### config.mk
export PLATFORM = sky130hd
export DESIGN_NAME = kme_top
export DESIGN_NICKNAME = d
export VERILOG_FILES = /design/src/design/kme_pkg.sv /design/src/design/kme_tone.sv /design/src/design/kme_top.sv /design/src/design/kme_uart_tx.sv
export SDC_FILE = /design/constraint.sdc
export NUM_CORES = 1
export LEC_CHECK = 0
export BUFFER_PORTS_ARGS = -buffer_cell sky130_fd_sc_hd__buf_2
export CORE_MARGIN = 5
export CORE_UTILIZATION = 40
export CTS_BUF_LIST = sky130_fd_sc_hd__clkbuf_4 sky130_fd_sc_hd__clkbuf_8
export DETAILED_ROUTE_END_ITERATION = 8
export GPL_TIMING_DRIVEN = 1
export SYNTH_ARGS = -nofsm -noshare
export SYNTH_HDL_FRONTEND = slang
export SYNTH_SLANG_ARGS = --single-unit
### constraint.sdc
create_clock -name SYS_CLK -period 7.5 [get_ports SYS_CLK]
set_clock_uncertainty 0.05 [all_clocks]
set_input_delay 0.375 -clock SYS_CLK [delete_from_list [all_inputs] [get_ports SYS_CLK]]
set_output_delay 0.375 -clock SYS_CLK [all_outputs]
set_load 0.02 [all_outputs]
### src/design/kme_pkg.sv
package kme_pkg;
   localparam int unsigned CLK_HZ           = 200_000_000;
   localparam int unsigned OSC_HZ           = 4_000_000;
   localparam int unsigned KEY_CYCLE_MS     = 50;
   localparam int unsigned TONE_MS          = 45;
   localparam int unsigned REPEAT_DELAY_MS  = 660;
   localparam int unsigned REPEAT_PERIOD_MS = 204;
   localparam int unsigned TONE_HZ          = 1000;
   localparam int unsigned VALID_DELAY_NS   = 1000;
   localparam int unsigned BAUD_LOW         = 2400;
   localparam int unsigned BAUD_HIGH        = 9600;
   localparam int unsigned KEY_CYCLE_CYC     = (CLK_HZ / 1000) * KEY_CYCLE_MS;
   localparam int unsigned TONE_CYC          = (CLK_HZ / 1000) * TONE_MS;
   localparam int unsigned REPEAT_DELAY_CYC  = (CLK_HZ / 1000) * REPEAT_DELAY_MS;
   localparam int unsigned REPEAT_PERIOD_CYC = (CLK_HZ / 1000) * REPEAT_PERIOD_MS;
   localparam int unsigned TONE_HALF_CYC     = CLK_HZ / (2 * TONE_HZ);
   localparam int unsigned VALID_DELAY_CYC   = (VALID_DELAY_NS * (CLK_HZ / 1_000_000) + 999) / 1000;
   localparam int unsigned BIT_CYC_LOW       = CLK_HZ / BAUD_LOW;
   localparam int unsigned BIT_CYC_HIGH      = CLK_HZ / BAUD_HIGH;
   localparam int unsigned SCAN_SETTLE_CYC   = 4;
   localparam int unsigned CNT_W             = 32;
   localparam int unsigned ROWS              = 4;
   localparam int unsigned COLS              = 4;
   localparam int unsigned KEY_W             = 4;
   localparam logic [3:0]  IDLE_ROWS         = 4'hf;
   localparam logic [3:0]  FIRST_ROW         = 4'h1;
   localparam logic [1:0]  LAST_ROW_IDX      = 2'h3;
   localparam logic [3:0]  DECIMAL_KEYS      = 4'ha;
   localparam logic [7:0]  ASCII_DIGIT_OFS   = 8'h30;
   localparam logic [7:0]  ASCII_ALPHA_OFS   = 8'h37;
   localparam logic [3:0]  FRAME_BITS        = 4'ha;
   typedef enum logic [2:0] {
      ST_IDLE,
      ST_SCAN_DRIVE,
      ST_SCAN_SAMPLE,
      ST_PRESENT,
      ST_TONE,
      ST_SEND,
      ST_PAD,
      ST_HOLD
   } kme_state_t;
endpackage

### src/design/kme_tone.sv
`timescale 1ns/1ps
module kme_tone
   import kme_pkg::*;
#(
   parameter int unsigned HALF_CYC = TONE_HALF_CYC
) (
   input  wire logic clk,
   input  wire logic rst,
   input  wire logic en,
   output logic      tone_out
);
   logic [CNT_W-1:0] div_reg;
   logic [CNT_W-1:0] div_next;
   logic             tone_reg;
   logic             tone_next;

   // square wave, forced low the cycle after en drops and held low while disabled
   always_comb begin
      div_next  = div_reg;
      tone_next = tone_reg;
      if (!en) begin
         div_next  = '0;
         tone_next = 1'b0;
      end else if (div_reg == HALF_CYC - 1) begin
         div_next  = '0;
         tone_next = !tone_reg;
      end else begin
         div_next = div_reg + 1'b1;
      end
   end

   always_ff @(posedge clk) begin
      if (rst) begin
         div_reg  <= '0;
         tone_reg <= 1'b0;
      end else begin
         div_reg  <= div_next;
         tone_reg <= tone_next;
      end
   end

   assign tone_out = tone_reg;
endmodule

### src/design/kme_top.sv
`timescale 1ns/1ps
module kme_top
   import kme_pkg::*;
#(
   parameter int unsigned CYCLE_CYC  = KEY_CYCLE_CYC,
   parameter int unsigned TONE_LEN   = TONE_CYC,
   parameter int unsigned DELAY_CYC  = REPEAT_DELAY_CYC,
   parameter int unsigned PERIOD_CYC = REPEAT_PERIOD_CYC,
   parameter int unsigned HALF_CYC   = TONE_HALF_CYC,
   parameter int unsigned BIT_LOW    = BIT_CYC_LOW,
   parameter int unsigned BIT_HIGH   = BIT_CYC_HIGH
) (
   input  wire logic             SYS_CLK,
   input  wire logic             RST,
   input  wire logic [COLS-1:0]  COL_SENSE,
   input  wire logic             BAUD_SEL,
   output logic      [ROWS-1:0]  ROW_DRIVE,
   output logic                  VALID_N,
   output logic                  BEEP_OUT,
   output logic                  SERIAL_TX_OUT
);
   kme_state_t       state_reg;
   kme_state_t       state_next;
   logic [3:0]       row_drv_reg;
   logic [3:0]       row_drv_next;
   logic [3:0]       key_reg;
   logic [3:0]       key_next;
   logic [1:0]       row_idx_reg;
   logic [1:0]       row_idx_next;
   logic [CNT_W-1:0] step_reg;
   logic [CNT_W-1:0] step_next;
   logic [CNT_W-1:0] cyc_reg;
   logic [CNT_W-1:0] cyc_next;
   logic [CNT_W-1:0] hold_target;
   logic             valid_n_reg;
   logic             valid_n_next;
   logic             repeat_reg;
   logic             repeat_next;
   logic             tone_en_reg;
   logic             tone_en_next;
   logic             tx_start_reg;
   logic             tx_start_next;
   logic             tx_busy;
   logic [7:0]       ascii_byte;
   logic [1:0]       hit_col;
   logic             any_col;

   // lowest closed column wins; unused columns sit pulled low
   always_comb begin
      hit_col = '0;
      for (int i = COLS - 1; i >= 0; i--) begin
         if (COL_SENSE[i]) begin
            hit_col = 2'(i);
         end
      end
   end

   assign any_col     = |COL_SENSE;
   assign hold_target = repeat_reg ? PERIOD_CYC : DELAY_CYC;

   assign ascii_byte = (key_reg < DECIMAL_KEYS) ? ({4'h0, key_reg} + ASCII_DIGIT_OFS)
                                                : ({4'h0, key_reg} + ASCII_ALPHA_OFS);

   always_comb begin
      state_next    = state_reg;
      row_drv_next  = row_drv_reg;
      key_next      = key_reg;
      row_idx_next  = row_idx_reg;
      step_next     = step_reg + 1'b1;
      cyc_next      = cyc_reg + 1'b1;
      valid_n_next  = valid_n_reg;
      repeat_next   = repeat_reg;
      tone_en_next  = tone_en_reg;
      tx_start_next = 1'b0;
      case (state_reg)
         ST_IDLE: begin
            row_drv_next = IDLE_ROWS;
            valid_n_next = 1'b1;
            cyc_next     = '0;
            repeat_next  = 1'b0;
            if (any_col) begin
               state_next   = ST_SCAN_DRIVE;
               row_idx_next = '0;
               row_drv_next = FIRST_ROW;
               step_next    = '0;
            end
         end
         ST_SCAN_DRIVE: begin
            if (step_reg == SCAN_SETTLE_CYC - 1) begin
               state_next = ST_SCAN_SAMPLE;
            end
         end
         ST_SCAN_SAMPLE: begin
            step_next = '0;
            if (any_col) begin
               key_next     = {row_idx_reg, hit_col};
               row_drv_next = {row_idx_reg, hit_col};
               state_next   = ST_PRESENT;
            end else if (row_idx_reg == LAST_ROW_IDX) begin
               row_drv_next = IDLE_ROWS;
               state_next   = ST_IDLE;
            end else begin
               row_idx_next = row_idx_reg + 1'b1;
               row_drv_next = FIRST_ROW << (row_idx_reg + 1'b1);
               state_next   = ST_SCAN_DRIVE;
            end
         end
         ST_PRESENT: begin
            if (step_reg == VALID_DELAY_CYC - 1) begin
               valid_n_next = 1'b0;
               tone_en_next = 1'b1;
               step_next    = '0;
               state_next   = ST_TONE;
            end
         end
         ST_TONE: begin
            if (step_reg == TONE_LEN - 1) begin
               tone_en_next  = 1'b0;
               tx_start_next = 1'b1;
               state_next    = ST_SEND;
            end
         end
         ST_SEND: begin
            if (!tx_busy && !tx_start_reg) begin
               state_next = ST_PAD;
            end
         end
         ST_PAD: begin
            if (cyc_reg >= CYCLE_CYC - 1) begin
               valid_n_next = 1'b1;
               row_drv_next = IDLE_ROWS;
               state_next   = ST_HOLD;
            end
         end
         ST_HOLD: begin
            if (!any_col) begin
               state_next = ST_IDLE;
            end else if (cyc_reg >= hold_target - 1) begin
               repeat_next  = 1'b1;
               cyc_next     = '0;
               step_next    = '0;
               row_idx_next = '0;
               row_drv_next = FIRST_ROW;
               state_next   = ST_SCAN_DRIVE;
            end
         end
         default: begin
            state_next   = ST_IDLE;
            row_drv_next = IDLE_ROWS;
            valid_n_next = 1'b1;
            tone_en_next = 1'b0;
         end
      endcase
   end

   always_ff @(posedge SYS_CLK) begin
      if (RST) begin
         state_reg    <= ST_IDLE;
         row_drv_reg  <= IDLE_ROWS;
         key_reg      <= '0;
         row_idx_reg  <= '0;
         step_reg     <= '0;
         cyc_reg      <= '0;
         valid_n_reg  <= 1'b1;
         repeat_reg   <= 1'b0;
         tone_en_reg  <= 1'b0;
         tx_start_reg <= 1'b0;
      end else begin
         state_reg    <= state_next;
         row_drv_reg  <= row_drv_next;
         key_reg      <= key_next;
         row_idx_reg  <= row_idx_next;
         step_reg     <= step_next;
         cyc_reg      <= cyc_next;
         valid_n_reg  <= valid_n_next;
         repeat_reg   <= repeat_next;
         tone_en_reg  <= tone_en_next;
         tx_start_reg <= tx_start_next;
      end
   end

   kme_tone #(
      .HALF_CYC (HALF_CYC)
   ) u_tone (
      .clk      (SYS_CLK),
      .rst      (RST),
      .en       (tone_en_reg),
      .tone_out (BEEP_OUT)
   );

   kme_uart_tx #(
      .BIT_LOW  (BIT_LOW),
      .BIT_HIGH (BIT_HIGH)
   ) u_uart (
      .clk       (SYS_CLK),
      .rst       (RST),
      .baud_high (BAUD_SEL),
      .start     (tx_start_reg),
      .data      (ascii_byte),
      .busy      (tx_busy),
      .tx        (SERIAL_TX_OUT)
   );

   assign ROW_DRIVE = row_drv_reg;
   assign VALID_N   = valid_n_reg;
endmodule

### src/design/kme_uart_tx.sv
`timescale 1ns/1ps
module kme_uart_tx
   import kme_pkg::*;
#(
   parameter int unsigned BIT_LOW  = BIT_CYC_LOW,
   parameter int unsigned BIT_HIGH = BIT_CYC_HIGH
) (
   input  wire logic       clk,
   input  wire logic       rst,
   input  wire logic       baud_high,
   input  wire logic       start,
   input  wire logic [7:0] data,
   output logic            busy,
   output logic            tx
);
   logic [CNT_W-1:0] div_reg;
   logic [CNT_W-1:0] div_next;
   logic [CNT_W-1:0] bit_cyc;
   logic [9:0]       shift_reg;
   logic [9:0]       shift_next;
   logic [3:0]       cnt_reg;
   logic [3:0]       cnt_next;
   logic             busy_reg;
   logic             busy_next;
   logic             tx_reg;
   logic             tx_next;
   logic             fast_reg;
   logic             fast_next;

   assign bit_cyc = fast_reg ? BIT_HIGH : BIT_LOW;

   always_comb begin
      div_next   = div_reg;
      shift_next = shift_reg;
      cnt_next   = cnt_reg;
      busy_next  = busy_reg;
      tx_next    = tx_reg;
      fast_next  = fast_reg;
      if (!busy_reg) begin
         tx_next = 1'b1;
         if (start) begin
            shift_next = {1'b1, data, 1'b0};
            cnt_next   = FRAME_BITS;
            div_next   = '0;
            busy_next  = 1'b1;
            fast_next  = baud_high;
         end
      end else if (div_reg == '0) begin
         if (cnt_reg == '0) begin
            busy_next = 1'b0;
            tx_next   = 1'b1;
         end else begin
            tx_next    = shift_reg[0];
            shift_next = {1'b1, shift_reg[9:1]};
            cnt_next   = cnt_reg - 1'b1;
            div_next   = bit_cyc - 1'b1;
         end
      end else begin
         div_next = div_reg - 1'b1;
      end
   end

   always_ff @(posedge clk) begin
      if (rst) begin
         div_reg   <= '0;
         shift_reg <= '1;
         cnt_reg   <= '0;
         busy_reg  <= 1'b0;
         tx_reg    <= 1'b1;
         fast_reg  <= 1'b0;
      end else begin
         div_reg   <= div_next;
         shift_reg <= shift_next;
         cnt_reg   <= cnt_next;
         busy_reg  <= busy_next;
         tx_reg    <= tx_next;
         fast_reg  <= fast_next;
      end
   end

   assign busy = busy_reg;
   assign tx   = tx_reg;
endmodule

==> results of run 1 <==
-- cell families (layout without fill, tap and decap cells) --
logic type | count (synthesis) | after routing | synth area share, %
AOI/OAI and AO/OA | 172 | 172 | 14.1
DFF | 162 | 162 | 38.9
xor gates and xnor gates | 92 | 92 | 9.67
buffers and inverters | 69 | 79 | 3.27
adders and majority gates | 20 | 20 | 3.00
and+or+nand+nor | 501 | 501 | 30.2
muxes | 7 | 7 | 0.855
-- synth_stat cells, drive strengths merged, types with 2 or more instances --
cell | instances | area share (%)
and3 | 13 | 0.98
a41oi | 2 | 0.21
a31oi | 9 | 0.93
and4 | 12 | 1.3
or2 | 8 | 0.60
nor4b | 2 | 0.21
nor3 | 70 | 4.5
a22oi | 5 | 0.45
o2111ai | 4 | 0.42
a22o | 2 | 0.21
a211o | 5 | 0.53
nand2b | 4 | 0.30
a211oi | 8 | 0.72
a21oi | 34 | 2.0
and2 | 8 | 0.60
nor3b | 2 | 0.18
o22ai | 2 | 0.15
buf | 7 | 0.48
a32oi | 3 | 0.32
or4 | 13 | 1.2
nor2b | 2 | 0.15
nor4 | 37 | 2.9
nor2 | 132 | 5.9
a21o | 7 | 0.63
nand2 | 87 | 3.9
o21ai | 44 | 2.6
xnor2 | 26 | 2.7
o31ai | 5 | 0.51
o2bb2ai | 5 | 0.53
xor2 | 66 | 6.9
a311oi | 4 | 0.42
nand3 | 58 | 3.5
o21bai | 3 | 0.27
or3 | 21 | 1.6
o211ai | 10 | 0.90
o31a | 2 | 0.21
ha | 20 | 3.0
dfxtp | 162 | 39
nand3b | 3 | 0.27
o311ai | 7 | 0.74
mux2i | 6 | 0.72
inv | 27 | 1.2
nand4 | 28 | 2.1
clkbuf | 35 | 1.6
-- tightest hold or removal path: stages --
cell,delay [ns]
sky130_fd_sc_hd__buf_2,0.09
sky130_fd_sc_hd__nand2_1,0.05
sky130_fd_sc_hd__a21oi_1,0.06
-- placed cells by master, fill, tap and decap left out, types with 5 or more instances in the layout --
| master | n |
|---|---|
| sky130_fd_sc_hd__or2_2 | 8 |
| sky130_fd_sc_hd__xor2_1 | 66 |
| sky130_fd_sc_hd__nor3_1 | 68 |
| sky130_fd_sc_hd__o211ai_1 | 10 |
| sky130_fd_sc_hd__and4_1 | 12 |
| sky130_fd_sc_hd__a21o_1 | 7 |
| sky130_fd_sc_hd__and2_1 | 8 |
| sky130_fd_sc_hd__nand2_1 | 87 |
| sky130_fd_sc_hd__clkbuf_8 | 18 |
| sky130_fd_sc_hd__o21ai_0 | 42 |
| sky130_fd_sc_hd__mux2i_1 | 6 |
| sky130_fd_sc_hd__xnor2_1 | 26 |
| sky130_fd_sc_hd__nor4_1 | 36 |
| sky130_fd_sc_hd__a31oi_1 | 7 |
| sky130_fd_sc_hd__or3_1 | 21 |
| sky130_fd_sc_hd__buf_4 | 7 |
| sky130_fd_sc_hd__o2bb2ai_1 | 5 |
| sky130_fd_sc_hd__inv_1 | 27 |
| sky130_fd_sc_hd__a21oi_1 | 33 |
| sky130_fd_sc_hd__nand3_1 | 58 |
| sky130_fd_sc_hd__a211o_1 | 5 |
| sky130_fd_sc_hd__nand4_1 | 28 |
| sky130_fd_sc_hd__or4_1 | 12 |
| sky130_fd_sc_hd__a211oi_1 | 8 |
| sky130_fd_sc_hd__nor2_1 | 132 |
| sky130_fd_sc_hd__buf_2 | 13 |
| sky130_fd_sc_hd__ha_1 | 20 |
| sky130_fd_sc_hd__dfxtp_1 | 162 |
| sky130_fd_sc_hd__a22oi_1 | 5 |
| sky130_fd_sc_hd__o311ai_0 | 7 |
| sky130_fd_sc_hd__inv_6 | 6 |
| sky130_fd_sc_hd__and3_1 | 13 |
-- power by group through the flow --
stage,logic [mW],clock network (mW),registers (mW)
5_1_grt,0.279,0.664,0.918
6_report,0.247,0.607,0.912
4_1_cts,0.249,0.625,0.911
2_1_floorplan,0.185,0,0.928
3_5_place_dp,0.248,0,0.931
3_3_place_gp,0.247,0,0.931
-- per-stage QoR --
step | hold slack [ns] | cells
2_1_floorplan | 0.368 | 1023
3_3_place_gp | 0.381 | 1271
3_5_place_dp | 0.389 | 1271
4_1_cts | 0.0816 | 1303
5_1_grt | 0.108 | 1303
6_report | 0.113 | 1303
-- routing by layer --
layer	share of wire (%)	GRT usage, %	wire [µm]
met3	3.5	3.32	672
met2	43	24.7	8310
met4	0.82	4.04	157
met1	52	22.8	9980
met5	0	0	0
-- worst max-delay path by stage --
stage	slack, ns	start	cells past startpoint	end
finish	3.56	u_uart.div_reg[25]	10	u_uart.div_reg[16]
global route	3.38	u_uart.div_reg[25]	10	u_uart.div_reg[16]
floorplan	4.14	u_uart.div_reg[25]	12	u_uart.div_reg[16]
CTS	3.61	u_uart.div_reg[25]	10	u_uart.div_reg[16]
global placement	3.70	u_uart.div_reg[25]	10	u_uart.div_reg[16]
detailed placement	3.63	u_uart.div_reg[25]	10	u_uart.div_reg[16]
-- area by class of cell --
cell class | instances | area, µm²
Timing Repair Buffer | 20 | 118
Clock buffer | 18 | 248
Multi-Input combinational cell | 792 | 4830
Sequential cell | 162 | 3240
Inverter | 27 | 101
Tap cell | 270 | 338
Clock inverter | 14 | 118
Fill cell | 2013 | 11400
==> results, run 1 <==
- The run finished with clean final reports.
- Hold repair after CTS inserted 0 buffers.
- The standard cell core area is 20400 µm².
- The clock tree from TritonCTS is done.
- Counting cells, the worst reg-to-reg path comes to 10.
- The initial cell density of the core is 40.9%.
- The maximum number of pins on one net before global-route repair is 42.
- The class of the tightest hold or removal check is primary input to flop.
- The number of CTS-inserted buffers is 17.
- In this run the worst path has a maximum fanout of 17.
- The initial antenna violation count is 0.
- Measured against its own limit, the worst slew margin works out to 17.2%.
- Cells fill 44.2% of the core in the end.
- The top flip-flop cell by instance count after synthesis is sky130_fd_sc_hd__dfxtp_1.
- The netlist area before placement is 8340 µm².
- In this run the critical register-to-register path is captured at u_uart.div_reg[16].
- The cell sitting at the root of the clock tree is a sky130_fd_sc_hd__clkbuf_8.
- Together, buffers and inverters on the worst path number 0.
- The net switching power is approximately 0.55 mW.
- The fraction of final layout cells with drive strength greater than 1 is about 7.0%.
- The cell family contributing the most delay on the critical path is simple AND/OR/NAND/NOR gates.
- For this design the static power due to leakage is 3.09 nW.
- After global routing the overflow that remains totals 0.
- The average instance in the mapped netlist occupies just over 8 µm².
- After clock tree synthesis, the clock-pin slew on the worst setup and hold paths is about 0.09 ns.
- At the end of routability-driven placement, the weighted congestion stood at 0.850.
- The max-cap check violation count is 0.
- For this design the ratio of total power to cell area is slightly below 200 nW/µm².
- Setup repair after global routing left no endpoint under its margin.
- The starting DRC count in detailed routing is ~430.
- The startpoint identified for the worst hold timing path is BAUD_SEL.
- The worst hold path passes through 3 cells.
- The first detailed-routing pass took 7 iterations.
- The H-tree depth is 4.
- The number of slew-limit violations in the final report was 0.
- The all-layer global routing usage is 16.0%.
- In this run, flip-flops and latches consume 51.7% of the power.
- The start of the worst register-to-register path is u_uart.div_reg[25].
- Setup violations remaining at the end of the flow were counted as 0.
- The worst path meets setup with 3.56 ns of slack.
- The share of total power dissipated in combinational logic is between 10% and 20%.
- The count of nets left with antenna violations once routing finished came out at 0.
- 0 antenna diodes ended up in the layout.
- The count of cells resized by post-cts repair is 0.
- The number of placement rows is 52.
- The first-pass GRT wire length is 32600 µm.
- The minimum clock period is a little under 4 ns.
- The number of nets in the synthesized netlist is around 1100.
- The cell-internal power is ~1.2 mW.
- The latest clock arrival within the worst-skew pair is about 0.46 ns.
- The post-route total power is ~1.8 mW.
- The overall die width is around 150 µm.
- The actual transition at the worst max-transition pin is 1.23 ns.
- The portion of the post-synthesis area used by sequential elements is approximately two fifths.
- Dividing the detail-routed via count by the number of cells gives roughly 5.6.
- OpenSTA, run right after detailed placement, puts the worst setup slack at 3.63 ns.
- The relative contribution of the clock network to total power is 34.4%.
- The worst voltage drop across the vdd grid is 0.0827 mV.
- The data arrival at the endpoint of the critical path is 4.24 ns.
- The count of buffers added by post-CTS timing repair for setup is 0.
- The worst setup path is launched from a flop.
- The synthesized design contains between 150 and 200 register bits.
- The worst setup slack for register-to-register paths is 3.56 ns.
- The number of unique standard cell types used by synthesis is 65.
- After detailed routing, the average wire length per cell comes to 14.7 µm.
- In the final design database the tool counted 1047 nets.
- The number of vias after detailed routing is between 7000 and 8000.
- The count of synthesis-stage warnings from yosys is 0.
- In the synthesized netlist, the number of instances is 1023.
- The post-place instance area is 8630 µm².
- The period utilization is 52.5%.
- The slowest library cell on the worst path is sky130_fd_sc_hd__nor3_4.
- The worst-case hold path end point is u_uart.fast_reg.
- After routing the design area is 8990 µm².
- For this run, design rule violations remaining after detail routing come to 0.
- For this design the top-level I/O count stands at 14.
- The via count of the first global-routing pass came to around 6700.
- The maximum clock path buffer count is 2.
- The area growth from synthesis to layout is 7.88%.
- Of the total power, the share spent switching nets is 31.4%.
- The total negative setup slack is 0 ns.
- The count of buffers added on input and output ports is 13.
- The area of the die is 23800 µm².
- Traced cell by cell, the critical path runs through or4_1 -> or4_4 -> nor3_4 -> a21oi_1 -> ha_1 -> and3_1 -> nand2_1 -> or3_1 -> o21ai_0 -> a22o_1.
- The estimated wirelength of the detail-placed design is 12800 µm.
- The proportion of register bits with asynchronous set or reset after synthesis is 0%.
- For this run, the top clock speed supported by timing is 254 MHz.
- The post-detailed-routing wire length is 19100 µm.
- Yosys mapped a number of flops with a built-in enable equal to 0.
- For the worst setup path, the data required time is 7.80 ns.
- The final hold violation count is 0.
- The clock net in this run drives a total of 162 sinks.
- The die is 154 µm tall.
- The highest cell delay on the worst timing path is 0.67 ns.
- The category of the worst setup path capture point is a flop.
- The type of the worst setup path is flop to flop.
Note: power is estimated with default switching activity, not from simulation.
==> run 2: changes to the inputs <==
clock period = 3.5 ns   (was 7.5 ns; I/O delays follow)
==> run 2 against run 1 <==
  * Sequential power grew 110%
  * Final area grew 2.4%
  * Global-route usage is 0.096 points higher
  * Clock-buffer cell count is the same
  * Setup slack got worse by 3.3 ns
  * Largest cell class unchanged
==> results, run 2 (synthesized netlist as in run 1, its figures left out) <==
- The repair_antennas step left the layout with diodes totalling 0.
- The total iterations of the first detailed-routing run is 5.
- Along the worst path, the maximum fanout reaches 8.
- STA puts the critical path data required time at 3.79 ns.
- The smallest clock period supported by the final layout is computed as ~3.3 ns.
- STA puts the critical path data arrival time at 3.56 ns.
- The worst-case reg-to-reg path depth is 10.
- The cell area after layout is 9210 µm².
- The die is 154 µm tall.
- Across all register-to-register paths, the minimum setup slack is 0.23 ns.
- Global routing used around 16% of the available tracks across all layers.
- The post-detailed-routing wire length is 19000 µm.
- The count of cells resized by post-cts repair is 0.
- After detailed routing, the number of remaining DRC violations is 0.
- The final hold violation count was 0.
- The initial antenna violation count is 0.
- The floorplan step defined a core boundary enclosing 20400 µm².
- The total overflow left after global routing is 0.
- At the end of routability-driven placement, the weighted congestion stood at 0.869.
- In this run the critical register-to-register path is launched from u_uart.div_reg[25].
- The post-place instance area is 8780 µm².
- The final routed wire length divided by cell count is 14.4 µm.
- Row generation in the floorplan step produced 52 rows.
- The total negative setup slack is 0 ns.
- The flow ran to the end, and the final reports show no timing, DRC or antenna violations.
- Dividing total power by cell area gives a power density of 424 nW/µm².
- In this run the remaining antenna-violating nets after routing total 0.
- The first-pass GRT wire length is 32800 µm.
- The most critical setup path has its startpoint at u_uart.div_reg[25].
- The static leakage is 3.21 nW.
- The slowest library cell on the worst path is sky130_fd_sc_hd__or4_4.
- The max-slew headroom at the worst pin is between 20% and 30%.
- The maximum clock path buffer count is 2.
- The starting DRC count in detailed routing is 428.
- The H-tree depth is 4.
- The worst hold margin is 0.0285 ns.
- The count of buffers inserted at the top-level ports is 13.
- Based on the critical path, the design can be clocked at up to 306 MHz.
- The path class of the tightest hold or removal check is primary input to flop.
- The floorplan step defined a die boundary enclosing ~24000 µm².
- The period utilization is 93.3%.
- The root buffer cell chosen for the clock tree is sky130_fd_sc_hd__clkbuf_8.
- The overall die width is 154 µm.
- The latest clock arrival within the worst-skew pair is approximately 0.46 ns.
- The final core utilization is 45.2%.
- The library cells used most frequently in the layout, excluding fill and tap cells, are sky130_fd_sc_hd__dfxtp_1, sky130_fd_sc_hd__nor2_1, sky130_fd_sc_hd__nand2_1.
- Once the floorplan was initialized, standard cells occupied 40.9% of the core.
- STA classifies the critical path endpoint as a flop.
- Using the TritonRoute via totals, the vias-per-cell ratio works out to approximately 5.5.
- The type of the worst setup path is flop to flop.
- The via count of the first global-routing pass was 6786.
- The actual transition at the worst max-transition pin is 1.07 ns.
- The timing endpoint of the critical path is u_uart.div_reg[16].
- The fraction of final layout cells with drive strength greater than 1 is approximately 8.7%.
- The worst voltage drop across the vdd grid is 0.168 mV.
- The max-cap check violation count is 0.
- Setup repair after global routing left no endpoint under its margin.
- The number of CTS-inserted buffers is 17.
- Walking the worst path, the cells encountered are or4_1 -> or4_4 -> nor3_4 -> a21oi_1 -> ha_1 -> and3_1 -> nand2_1 -> or3_1 -> o21ai_0 -> a22o_1.
- Entering global routing, the biggest net connects 33 pins.
- The number of slew-limit violations in the final report is 0.
- The total number of nets in the final design is 1069.
- The estimated wirelength of the detail-placed design is about 13000 µm.
- The startpoint identified for the worst hold timing path is RST.
- The clock tree from TritonCTS is done.
- The number of vias after detailed routing is 7233.
- The I/O pin count is 14.
- Total power for the finished layout comes to between 3 and 4 mW.
- After clock tree synthesis, the clock-pin slew on the worst setup and hold paths is 0.09 ns.
- The number of setup violations in the final report is 0.
- Leaving out fill and tap cells, the most frequent cell in the layout is sky130_fd_sc_hd__dfxtp_1.
- The terminus of the critical flop-to-flop path is u_uart.div_reg[16].
- Relative to the synthesized area, the layout overhead comes to 10.4%.
- The TritonCTS sink count is between 150 and 200.
- The highest cell delay on the worst timing path is 0.59 ns.
- STA classifies the critical path startpoint as a flop.
[run 2: cell types whose count changed in the layout (fill, tap and decap cells not counted), moves of 2 or more]
cell,change
sky130_fd_sc_hd__buf_4,+20
sky130_fd_sc_hd__dlygate4sd3_1,+2
sky130_fd_sc_hd__bufinv_16,+2
sky130_fd_sc_hd__clkinv_2,-2
[run 2: critical path, delay by kind of cell (launching register included)]
| kind | cells | cell delay (ns) |
|---|---|---|
| simple gates | 6 | 1.98 |
| compound gates | 3 | 0.49 |
| flops | 1 | 0.37 |
| fa+ha+maj | 1 | 0.27 |
[run 2: power breakdown]
group / total (mW) / switching [mW] / internal, mW
clock: 1.42 / 0.751 / 0.664
sequential: 1.95 / 0.0627 / 1.89
combinational: 0.534 / 0.352 / 0.181
[run 2: what timing repair did]
action,in CTS,in global routing
hold endpoints to repair,3,0
hold buffers,2,0
buffers inserted,0,0
[run 2: per-stage QoR]
stage,worst slack (ns),std cells
after floorplan,0.136,1023
after global placement,0.355,1291
after detailed placement,0.283,1291
after CTS,0.251,1325
after global routing,0.0635,1325
final,0.234,1325
[run 2: layer usage]
| metal | track usage [%] | vias up | share of wire (%) |
|---|---|---|---|
| li1 | - | 3754 | - |
| met1 | 22.6 | 3328 | 51 |
| met2 | 25.5 | 133 | 44 |
| met3 | 2.91 | 18 | 4.0 |
| met4 | 4.25 | 0 | 1.1 |
| met5 | 0 | - | 0 |
[run 2: worst min-delay path by stage]
| stage | depth (start not counted) | slack, ns | endpoint |
|---|---|---|---|
| 2_1_floorplan | 2 | 0.26 | u_uart.fast_reg |
| 3_3_place_gp | 1 | 0.38 | cyc_reg[0] |
| 3_5_place_dp | 1 | 0.39 | cyc_reg[0] |
| 4_1_cts | 4 | 0.0001 | key_reg[0] |
| 5_1_grt | 2 | 0.04 | u_uart.div_reg[14] |
| 6_report | 2 | 0.03 | u_uart.div_reg[9] |
[run 2: area by class of cell]
type | instances | area (µm²)
multi-input cells | 792 | 4830
clock buffers | 18 | 241
flip-flops and latches | 162 | 3240
repair buffers | 42 | 288
fillers | 2044 | 11200
clock inverters | 14 | 166
inverters | 27 | 101
well taps | 270 | 338
